`config.mk`:
```
export PLATFORM = sky130hd
export DESIGN_NAME = fsb_top
export DESIGN_NICKNAME = d
export VERILOG_FILES = /design/src/design/fsb_pkg.sv /design/src/design/fsb_sec_timer.sv /design/src/design/fsb_top.sv
export SDC_FILE = /design/constraint.sdc
export NUM_CORES = 1
export LEC_CHECK = 0
export CAP_MARGIN = 20
export CORE_ASPECT_RATIO = 0.9
export CORE_UTILIZATION = 40
export DETAILED_ROUTE_END_ITERATION = 10
export DONT_BUFFER_PORTS = 1
export GPL_TIMING_DRIVEN = 1
export HOLD_SLACK_MARGIN = 0.05
export MAX_ROUTING_LAYER = met4
export SETUP_SLACK_MARGIN = 0.1
export SYNTH_ARGS = -nofsm -noshare
export SYNTH_HDL_FRONTEND = slang
export SYNTH_HIERARCHICAL = 1
export SYNTH_SLANG_ARGS = --single-unit
```
`constraint.sdc`:
```
create_clock -name clk -period 3.3 [get_ports clk]
set_input_delay 0.66 -clock clk [delete_from_list [all_inputs] [get_ports clk]]
set_output_delay 0.66 -clock clk [all_outputs]
set_load 0.005 [all_outputs]
```
`src/design/fsb_pkg.sv`:
```
// Shared constants for the framer status and interrupt mask block
package fsb_pkg;
	// ==================================================
	// Register offsets on the parallel host port
	localparam logic [7:0] FSB_OFS_A_EVENT_MASK_TWO  = 8'h6f;
	localparam logic [7:0] FSB_OFS_A_ALARM_MASK_ONE  = 8'h7f;
	localparam logic [7:0] FSB_OFS_B_EVENT_STATUS_TWO = 8'hc1;
	localparam logic [7:0] FSB_OFS_B_ALARM_MASK_ONE  = 8'hff;
	localparam logic [7:0] FSB_MASK_RESET            = 8'h00;

	// ==================================================
	// Bit positions of status register two and mask two
	localparam int FSB_BIT_RX_MF      = 7;
	localparam int FSB_BIT_TX_MF      = 6;
	localparam int FSB_BIT_TIMER      = 5;
	localparam int FSB_BIT_RX_FULL    = 4;
	localparam int FSB_BIT_TX_EMPTY   = 3;
	localparam int FSB_BIT_MATCH      = 2;
	localparam int FSB_BIT_ABORT      = 1;
	localparam logic [7:0] FSB_EVENT_BITS = 8'hfe;

	// ==================================================
	// Timer figures, derived from the receive frame period
	localparam int FSB_FRAME_US      = 125;
	localparam int FSB_LONG_MS       = 999;
	localparam int FSB_LAST_MS       = 1002;
	localparam int FSB_SHORT_MS      = 42;
	localparam int FSB_LONG_FRAMES   = FSB_LONG_MS * 1000 / FSB_FRAME_US;
	localparam int FSB_LAST_FRAMES   = FSB_LAST_MS * 1000 / FSB_FRAME_US;
	localparam int FSB_SHORT_FRAMES  = 333;
	localparam int FSB_CNT_W         = 13;
	localparam logic [1:0] FSB_LAST_PHASE = 2'h2;
	localparam logic [3:0] FSB_ABORT_ONES = 4'h8;

	typedef logic [7:0] fsb_byte_t;
endpackage

```
`src/design/fsb_sec_timer.sv`:
```
// Frame-counting timer: 999/999/1002 ms pattern or 333-frame (41.625 ms) ticks
`timescale 1ns/1ps
module fsb_sec_timer
	import fsb_pkg::*;
(
	input  wire logic clk,
	input  wire logic srst,
	input  wire logic frame_tick,
	input  wire logic short_interval_select,
	output logic      tick_q
);
	logic [FSB_CNT_W-1:0] count_q;
	logic [FSB_CNT_W-1:0] limit;
	logic [1:0]           phase_q;

	// ==================================================
	// Interval length
	// three second pattern
	always_comb begin
		if (short_interval_select)
			limit = FSB_CNT_W'(FSB_SHORT_FRAMES);
		else if (phase_q == FSB_LAST_PHASE)
			limit = FSB_CNT_W'(FSB_LAST_FRAMES);
		else
			limit = FSB_CNT_W'(FSB_LONG_FRAMES);
	end

	// Counts only on receive frame ticks, so a stopped line freezes it
	always_ff @(posedge clk) begin
		if (srst) begin
			count_q <= '0;
			phase_q <= '0;
			tick_q  <= 1'b0;
		end else begin
			tick_q <= 1'b0;
			if (frame_tick) begin
				if (count_q >= limit - FSB_CNT_W'(1)) begin
					count_q <= '0;
					tick_q  <= 1'b1;
					if (!short_interval_select)
						phase_q <= (phase_q == FSB_LAST_PHASE) ? 2'h0
							: phase_q + 2'h1;
				end else begin
					count_q <= count_q + FSB_CNT_W'(1);
				end
			end
		end
	end
endmodule

```
`src/design/fsb_top.sv`:
```
// Framer B status register two and framer interrupt masks
`timescale 1ns/1ps
module fsb_top
	import fsb_pkg::*;
(
	input  wire logic           clk,
	input  wire logic           srst,
	input  wire logic [7:0]     host_addr,
	input  wire logic           host_wr,
	input  wire logic           host_rd,
	input  wire fsb_pkg::fsb_byte_t host_wdata,
	output fsb_pkg::fsb_byte_t  host_rdata_q,
	input  wire logic           rx_frame_tick,
	input  wire logic           rx_mf_boundary,
	input  wire logic           tx_mf_boundary,
	input  wire logic           short_interval_select,
	input  wire logic           rx_link_bit_valid,
	input  wire logic           rx_link_bit,
	input  wire logic           rx_link_byte_valid,
	input  wire fsb_pkg::fsb_byte_t rx_link_byte,
	input  wire fsb_pkg::fsb_byte_t link_match_value_one,
	input  wire fsb_pkg::fsb_byte_t link_match_value_two,
	input  wire logic           tx_link_empty,
	input  wire fsb_pkg::fsb_byte_t framer_a_alarm_status,
	input  wire fsb_pkg::fsb_byte_t framer_b_alarm_status,
	input  wire fsb_pkg::fsb_byte_t framer_a_event_status,
	input  wire fsb_pkg::fsb_byte_t framer_b_event_mask_two,
	output logic                irq_a_q,
	output logic                irq_b_q
);
	import fsb_pkg::*;

	fsb_byte_t  status_q;
	fsb_byte_t  events;
	fsb_byte_t  a_event_mask_q;
	fsb_byte_t  a_alarm_mask_q;
	fsb_byte_t  b_alarm_mask_q;
	fsb_byte_t  rd_mux;
	logic [3:0] ones_q;
	logic       tx_empty_q;
	logic       timer_tick;
	logic       rd_status;

	// ==================================================
	// Timer
	fsb_sec_timer u_timer (
		.clk                  (clk),
		.srst                 (srst),
		.frame_tick           (rx_frame_tick),
		.short_interval_select(short_interval_select),
		.tick_q               (timer_tick)
	);

	// ==================================================
	// Event detection
	always_ff @(posedge clk) begin
		if (srst) begin
			ones_q     <= '0;
			tx_empty_q <= 1'b1;
		end else begin
			tx_empty_q <= tx_link_empty;
			if (rx_link_bit_valid)
				ones_q <= !rx_link_bit ? 4'h0
					: (ones_q == FSB_ABORT_ONES) ? ones_q : ones_q + 4'h1;
		end
	end

	always_comb begin
		events = '0;
		events[FSB_BIT_RX_MF]    = rx_mf_boundary;
		events[FSB_BIT_TX_MF]    = tx_mf_boundary;
		events[FSB_BIT_TIMER]    = timer_tick;
		events[FSB_BIT_RX_FULL]  = rx_link_byte_valid;
		events[FSB_BIT_TX_EMPTY] = tx_link_empty && !tx_empty_q;
		events[FSB_BIT_MATCH]    = rx_link_byte_valid
			&& (rx_link_byte == link_match_value_one
			|| rx_link_byte == link_match_value_two);
		events[FSB_BIT_ABORT]    = rx_link_bit_valid && rx_link_bit
			&& ones_q == FSB_ABORT_ONES - 4'h1;
	end

	// ==================================================
	// Sticky status, cleared by reading it; a new event wins
	assign rd_status = host_rd && host_addr == FSB_OFS_B_EVENT_STATUS_TWO;

	always_ff @(posedge clk) begin
		if (srst)
			status_q <= '0;
		else if (rd_status)
			status_q <= events;
		else
			status_q <= status_q | events;
	end

	// ==================================================
	// Mask registers
	// mask one and mask two layout
	always_ff @(posedge clk) begin
		if (srst) begin
			a_event_mask_q <= FSB_MASK_RESET;
			a_alarm_mask_q <= FSB_MASK_RESET;
			b_alarm_mask_q <= FSB_MASK_RESET;
		end else if (host_wr) begin
			if (host_addr == FSB_OFS_A_EVENT_MASK_TWO)
				a_event_mask_q <= host_wdata;
			if (host_addr == FSB_OFS_A_ALARM_MASK_ONE)
				a_alarm_mask_q <= host_wdata;
			if (host_addr == FSB_OFS_B_ALARM_MASK_ONE)
				b_alarm_mask_q <= host_wdata;
		end
	end

	// ==================================================
	// Read port; unassigned bit 0 of status reads as zero
	always_comb begin
		unique case (host_addr)
			FSB_OFS_A_EVENT_MASK_TWO:   rd_mux = a_event_mask_q;
			FSB_OFS_A_ALARM_MASK_ONE:   rd_mux = a_alarm_mask_q;
			FSB_OFS_B_EVENT_STATUS_TWO: rd_mux = status_q & FSB_EVENT_BITS;
			FSB_OFS_B_ALARM_MASK_ONE:   rd_mux = b_alarm_mask_q;
			default:                    rd_mux = '0;
		endcase
	end

	always_ff @(posedge clk) begin
		if (srst)
			host_rdata_q <= '0;
		else if (host_rd)
			host_rdata_q <= rd_mux;
	end

	// ==================================================
	// Interrupt gating
	// mask gates interrupt
	always_ff @(posedge clk) begin
		if (srst) begin
			irq_a_q <= 1'b0;
			irq_b_q <= 1'b0;
		end else begin
			irq_a_q <= |(framer_a_alarm_status & a_alarm_mask_q)
				| |(framer_a_event_status & a_event_mask_q & FSB_EVENT_BITS);
			irq_b_q <= |(framer_b_alarm_status & b_alarm_mask_q)
				| |(status_q & framer_b_event_mask_two & FSB_EVENT_BITS);
		end
	end
endmodule

```
==> impl_results.md, run 1 <==
* Minimum clock period at 2.49 ns
* Worst Hold Launch: srst
* Largest net degree at the start of global routing at 47
* CTS tree: built
* Ports at 94
* Die Y at 87.5 um
* Layout fillers at 755
* Critical path origin: u_timer/phase_q[0]$_SDFFE_PP0P_
* Slowest stage cell, crit path: nand4b_1
* WP data required at 3.51 ns
* Pre-antenna DRT Iters at 4
* Worst path arrival time at 2.70 ns
* CP max FO at 13
* Peak supply drop at 0.000196 V
* Post-synthesis sequential area ratio at 0.382
* Final Max Slew Viols at 0
* Half-perimeter wire length after detailed placement at 5760 um
* Congestion Overflow GR at 0
* Mean Syn Cell Area at 9.36 um^2
* Reg2Reg Depth at 9
* Core area at 7690 um^2
* CP peak stage delay at 0.46 ns
* Final setup TNS at 0 ns
* Mapped Cells at 347
* Pint at 1300 uW
* Synth Flop Type: dfxtp_1
* Netlist cell types at 51
* Vias in the first global route at 2540
* R2R Path Start: u_timer/phase_q[0]$_SDFFE_PP0P_
* Switching power of the nets at 355 uW
* DRT antenna net count at 0
* CTS Hold Buffers Added at 0
* Syn nets at 446
* Global-route wire length before repair at 12700 um
* P&R area growth vs syn at 9.59%
* Final setup violation count at 0
* Clock Latency Late Sink at 0.34 ns
* WHS Endpoint: ones_q[2]$_SDFFE_PP0P_
* Root buffer cell: clkbuf_8
* DR WL/cell at 17.0 um
* Worst-path clk slew at 0.07 ns
* Worst slack, placed at 0.546 ns
* # diodes at 0
* Buffers added on ports at 0
* Max-cap viol count at 0
* Leak pwr at 0.00141 uW
* Worst reg-to-reg setup slack at 0.81 ns
* RSZ-0062 raised after global routing: false
* Gpl congestion at 0.804
* Worst Clk Skew at 0.00817 ns
* Comb pwr share at 0.047
* Post-synth EDFFs at 0
* Worst Setup Path Type: reg -> reg
* Most frequent cells in the layout: dfxtp_1 (62), nor2_1 (54), mux2i_1 (27), xnor2_1 (21)
* Clk pwr share at 0.490
* Clock sink count at 62
* Slew margin rel. at 0.436
* Final wirelength at 7640 um
* Fin worst setup slack at 0.811 ns
* Worst path most repeated cell: inv_1
* CP Capture Type: flip-flop
* Die width at 97.0 um
* 1st-iter DRT viols at 76
* Final-stage net count at 447
* Final Hold Fails at 0
* R2r endpoint: u_timer/count_q[9]$_SDFFE_PP0P_
* Status: finished clean
* Startpoint types: flip-flop
* Initial antenna violation count at 0
* Synthesized area at 3250 um^2
* Share of cells above drive strength 1 at 0.0935
* Tightest Pin Transition at 0.840 ns
* Num rows at 30
* Yosys reg bits at 62
* Starting density of the core at 0.422
* Hold/Removal Path Class: in -> reg
* Post-route DRC at 0
* FMAX at 402 MHz
* Yosys warns at 6
* Commonest non-fill, non-tap cell in the layout: dfxtp_1
* Maximum clock insertion buffer count at 2
* Switching share of power at 0.215
* Critical-path cell list: inv_1 -> a21oi_1 -> inv_1 -> ha_1 -> nand3_1 -> o21bai_1 -> a2111o_1 -> nand4b_1 -> nor2_1
* Total track usage at 0.199
* Pwr per Cell Area at 464 nW/um^2
* Via density at 5.69
* FFs w/ async S/R, synth at 0
* Die Area at 8490 um^2
* Flop pwr share at 0.463
* Post_cts resized at 0
* Total number of vias at 2553
* Period Utilization, post-route at 0.754
* Inserted Clock Buffers at 9
* Min-Delay Path Depth at 1
* # H-tree levels at 3
* Post-CTS setup repair buffer count at 0
power groups by stage:
stage | combinational (uW) | sequential [uW] | clock (uW)
final | 78.3 | 765 | 809
after CTS | 78.7 | 765 | 827
after global placement | 76.1 | 782 | 0
after detailed placement | 78.4 | 782 | 0
after global routing | 90.8 | 766 | 858
after floorplan | 78.5 | 780 | 0
logic make-up after synthesis:
family / Yosys count / share of synthesized area
buffers and inverters: 21 / 0.0270
muxes: 36 / 0.114
adders and majority gates: 15 / 0.0578
other: 2 / 0.00231
DFF: 62 / 0.382
xor gates and xnor gates: 28 / 0.0755
AOI/OAI and AO/OA: 67 / 0.158
and+or+nand+nor: 116 / 0.183
metal layers:
layer / global-route usage / routed length, um / up-vias
met3: 0.0730 / 593 / 9
li1: - / - / 1266
met2: 0.292 / 3250 / 87
met1: 0.253 / 3690 / 1191
met4: 0.0678 / 112 / 0
met5: - / 0 / -
layout make-up:
| class | count | area (um^2) | area share |
|---|---|---|---|
| tap | 96 | 120 | 0.0337 |
| clock buffer | 10 | 128 | 0.0358 |
| multi-input combinational | 264 | 1920 | 0.539 |
| sequential | 62 | 1240 | 0.349 |
| clock inverter | 6 | 110 | 0.0309 |
| inverter | 11 | 41.3 | 0.0116 |
sequential cells by signal, indices dropped and copies added, names as in the netlist:
register and count:
u_timer/phase_q 2, irq_a_q 1, a_alarm_mask_q 8, b_alarm_mask_q 8
ones_q 4, a_event_mask_q 8, u_timer/tick_q 1, u_timer/count_q 13
status_q 7, irq_b_q 1, tx_empty_q 1, host_rdata_q 8
critical path, delay by kind of cell, from the launching register on:
kind            cells  cell delay (ns)
compound gates      3             0.91
simple gates        3             0.67
flops               1             0.33
fa+ha+maj           1             0.30
buf+inv             2             0.15
metrics by stage:
step	area, um^2	total power [uW]	hold WS (ns)	util	cells
floorplan	3250	859	0.413	-	347
global placement	3320	858	0.437	0.432	433
detailed placement	3320	861	0.436	0.432	433
CTS	3560	1670	0.371	0.463	449
global route	3560	1720	0.361	0.463	449
finish	3560	1650	0.388	0.463	449
worst max path at each step:
stage | cells past startpoint | end | slack [ns]
2_1_floorplan | 8 | u_timer/phase_q[0]$_SDFFE_PP0P_ | 0.79
3_3_place_gp | 8 | u_timer/count_q[6]$_SDFFE_PP0P_ | 0.59
3_5_place_dp | 8 | u_timer/count_q[9]$_SDFFE_PP0P_ | 0.55
4_1_cts | 9 | u_timer/count_q[9]$_SDFFE_PP0P_ | 0.80
5_1_grt | 9 | u_timer/count_q[9]$_SDFFE_PP0P_ | 0.59
6_report | 9 | u_timer/count_q[9]$_SDFFE_PP0P_ | 0.81
Yosys cell counts, types with 2 or more instances:
| cell | number | area share |
|---|---|---|
| a21oi_1 | 14 | 0.022 |
| a221oi_1 | 4 | 0.011 |
| a222oi_1 | 2 | 0.0062 |
| a22o_1 | 11 | 0.030 |
| a22oi_1 | 13 | 0.030 |
| a31oi_1 | 3 | 0.0058 |
| and2_1 | 3 | 0.0058 |
| and3_1 | 4 | 0.0077 |
| buf_1 | 3 | 0.0035 |
| buf_2 | 4 | 0.0062 |
| clkbuf_1 | 2 | 0.0023 |
| conb_1 | 2 | 0.0023 |
| dfxtp_1 | 62 | 0.38 |
| ha_1 | 15 | 0.058 |
| inv_1 | 10 | 0.012 |
| mux2_2 | 8 | 0.028 |
| mux2i_1 | 27 | 0.083 |
| nand2_1 | 15 | 0.017 |
| nand3_1 | 3 | 0.0046 |
| nand4_1 | 13 | 0.025 |
| nand4_2 | 3 | 0.012 |
| nand4b_1 | 2 | 0.0054 |
| nor2_1 | 54 | 0.062 |
| nor2b_1 | 6 | 0.012 |
| nor3_1 | 2 | 0.0031 |
| nor4_1 | 2 | 0.0038 |
| o21ai_0 | 4 | 0.0062 |
| o2bb2ai_1 | 7 | 0.019 |
| xnor2_1 | 21 | 0.057 |
| xor2_1 | 7 | 0.019 |
Note: power is estimated with default switching activity, not from simulation.
==> inputs of run 2 (changes only) <==
Settings changed: ABC_AREA set to 1.
Clock period 3.3 ns to 2 ns, I/O delays scaled along.
==> impl_results.md, run 2 <==
* Most frequent cells in the layout: nand2_1 (142), nand3_1 (66), dfxtp_1 (60), a21oi_1 (49), inv_1 (41)
* CTS Hold Buffers Added at 0 (unchanged)
* CP Capture Type: flip-flop
* Most Crowded Layer GR: met2
* # diodes at 0 (unchanged)
* Leak pwr at 0.00156 uW (+11%)
* 1st-iter DRT viols at 146 (+92%)
* WHS Endpoint: host_rdata_q[6]$_SDFFE_PP0P_
* R2R Path Start: u_timer/phase_q[0]$_SDFFE_PP0P_
* Worst Hold Launch: srst
* Ports at 94 (unchanged)
* Inserted Clock Buffers at 9 (unchanged)
* Die Y at 91.3 um (+4.3%)
* Synth top area share at 0.350 (-0.0317)
* Total track usage at 0.210 (+0.0110)
* Yosys warns at 6 (unchanged)
* Post-synthesis sequential area ratio at 0.350 (-0.0317)
* Min-Delay Path Depth at 1 (unchanged)
* Final setup violation count at 0 (unchanged)
* Placed Cells at 621 (+43%)
* Status: finished clean
* Netlist cell types at 35 (-31%)
* Cell taking the most area after synthesis: dfxtp_1
* Half-perimeter wire length after detailed placement at 6880 um (+20%)
* Synth Flop Type: dfxtp_1
* P&R area growth vs syn at 10.8%
* FMAX at 548 MHz (+36%)
* Period Utilization, post-route at 0.912 (+0.158)
* Worst Clk Skew at 0.00906 ns (+0.000883 ns)
* Synthesized area at 3540 um^2 (+9.0%)
* Max-cap viol count at 0 (unchanged)
* Pwr per Cell Area at 650 nW/um^2 (+40%)
* CP max FO at 6 (-7)
* Congestion Overflow GR at 0 (unchanged)
* Worst-path clk slew at 0.08 ns (about the same)
* Initial antenna violation count at 0 (unchanged)
* Core area at 8570 um^2 (+11%)
* Via density at 5.12 (-9.9%)
* Reg2Reg Depth at 13 (+4)
* Top reg by flops: u_timer/count_q
* Num rows at 32 (+6.7%)
* Clock Latency Late Sink at 0.34 ns (about the same)
* Area contributors post-synth: dfxtp_1 (35%), nand2_1 (15%), nand3_1 (9.5%), a21oi_1 (7.2%), ha_1 (5.3%)
* # H-tree levels at 3 (unchanged)
* Hold/Removal Path Class: in -> reg
* Starting density of the core at 0.414 (-0.00873)
* Final-stage net count at 615 (+38%)
* Maximum clock insertion buffer count at 2 (unchanged)
* R2r endpoint: u_timer/count_q[3]$_SDFFE_PP0P_
* Final Max Slew Viols at 0 (unchanged)
* Minimum clock period at 1.82 ns (-0.665 ns)
* GR Util met2 at 0.322 (+0.0301)
* Synth top cells by count: nand2_1 (143), nand3_1 (67), dfxtp_1 (62), a21oi_1 (51), nor2_1 (45)
* Non-Filler Instances at 640 (+43%)
* Peak supply drop at 0.000271 V (+38%)
* Clock sink count at 62 (unchanged)
* Post-synth EDFFs at 0 (unchanged)
* DR WL/cell at 14.1 um (-17%)
* Pre-antenna DRT Iters at 5 (+1)
* Most common cell in the synthesized netlist: nand2_1
* Buffers added on ports at 0 (unchanged)
* FFs w/ async S/R, synth at 0 (unchanged)
* Global-route wire length before repair at 14600 um (+15%)
* Largest register FFs at 13 (unchanged)
* WP data required at 2.28 ns (-1.23 ns)
* Final Hold Fails at 0 (unchanged)
* Met3 usage at 0.0754 (+0.00241)
* Final setup TNS at 0 ns (unchanged)
* Mean Syn Cell Area at 6.85 um^2 (-27%)
* Final hold slack at 0.137 ns (-0.251 ns)
* Post-route DRC at 0 (unchanged)
* Root buffer cell: clkbuf_8
* Largest net degree at the start of global routing at 48 (+2.1%)
* Worst reg-to-reg setup slack at 0.18 ns (-0.64 ns)
* Die Area at 9240 um^2 (+8.8%)
* Commonest non-fill, non-tap cell in the layout: nand2_1
* Vias in the first global route at 3165 (+25%)
* Worst Setup Path Type: reg -> reg
* Die width at 101 um (+4.3%)
* DRT antenna net count at 0 (unchanged)
* Mapped Cells at 517 (+49%)
* Syn nets at 616 (+38%)
* CTS tree: built
* Final wirelength at 9040 um (+18%)
* Yosys reg bits at 62 (unchanged)
* Share of cells above drive strength 1 at 0.127 (+0.0332)
* Gpl congestion at 0.801 (-0.27%)
* Total number of vias at 3279 (+28%)
* Startpoint types: flip-flop
* Worst path arrival time at 2.10 ns (-0.60 ns)
* M1 GR Usage at 0.259 (+0.00620)
* RSZ-0062 raised after global routing: true
## run 2: cell count changes in the layout (fill, tap and decap cells not counted), moves of 9 or more
cell / delta
inv_1: +31
nor2_1: -14
mux2i_1: -26
nand2_2: +9
xnor2_1: -11
nand2_1: +127
nand3_1: +63
a22oi_1: -13
a21oi_1: +35
## run 2: metrics by stage
step	setup WS, ns	power, uW	cell area [um^2]	util
4_1_cts	0.102	2560	3820	0.446
3_5_place_dp	-0.0151	1430	3600	0.420
2_1_floorplan	0.260	1430	3540	-
6_report	0.176	2550	3930	0.458
5_1_grt	0.0283	2670	3930	0.458
3_3_place_gp	0.0504	1420	3600	0.420
## run 2: worst max-delay path, stage by stage (launching register included)
cell and delay [ns]:
dfxtp_2 0.33, inv_2 0.05, a21oi_4 0.19, buf_6 0.13
ha_4 0.18, nand2_1 0.07, nor2_2 0.04, nand2_1 0.06
nor2_1 0.04, nor2_1 0.13, nand3_2 0.14, nand2_4 0.18
nand2_4 0.10, nor2_1 0.11
## run 2: worst max path at each step
stage,from,endpoint,cells past startpoint
2_1_floorplan,short_interval_select,u_timer/count_q[0]$_SDFFE_PP0P_,12
3_3_place_gp,short_interval_select,u_timer/count_q[0]$_SDFFE_PP0P_,12
3_5_place_dp,short_interval_select,u_timer/count_q[0]$_SDFFE_PP0P_,12
4_1_cts,u_timer/phase_q[0]$_SDFFE_PP0P_,u_timer/count_q[0]$_SDFFE_PP0P_,13
5_1_grt,u_timer/phase_q[0]$_SDFFE_PP0P_,u_timer/phase_q[0]$_SDFFE_PP0P_,14
6_report,u_timer/phase_q[0]$_SDFFE_PP0P_,u_timer/count_q[3]$_SDFFE_PP0P_,13
## run 2: what timing repair did
action                                  in CTS  in global routing
cloned                                       0                  1
endpoints found under the setup margin      13                 15
gates resized for setup                      2                 21
pin swaps                                    1                  9
buffers inserted                             1                  1
## run 2: area by class of cell
type                            instances  area, um^2
Fill cell                             902        4640
Sequential cell                        62        1240
Timing Repair Buffer                    3        26.3
Multi-Input combinational cell        396        2140
Clock buffer                           12         155
Clock inverter                          4        45.0
Inverter                               44         165
Tap cell                              119         149
## run 2: routing by layer
metal / routed length, um / vias up
met1: 4040 / 1474
met4: 92 / 0
met2: 4160 / 106
met5: 0 / -
li1: - / 1691
met3: 748 / 8
## run 2: logic make-up (layout without fill, tap and decap cells)
logic type / after synthesis / count (layout) / share of synthesized area
buffers and inverters: 60 / 63 / 0.0741
xor gates and xnor gates: 13 / 13 / 0.0321
DFF: 62 / 62 / 0.350
muxes: 1 / 1 / 0.00282
other: 2 / 2 / 0.00212
and+or+nand+nor: 299 / 300 / 0.386
AOI/OAI and AO/OA: 65 / 65 / 0.0992
adders and majority gates: 15 / 15 / 0.0530
## run 2: power by group
part | total, uW | internal, uW | switching (uW)
registers | 1260 | 1250 | 12.8
clock network | 1130 | 638 | 497
logic | 154 | 66.2 | 88.0
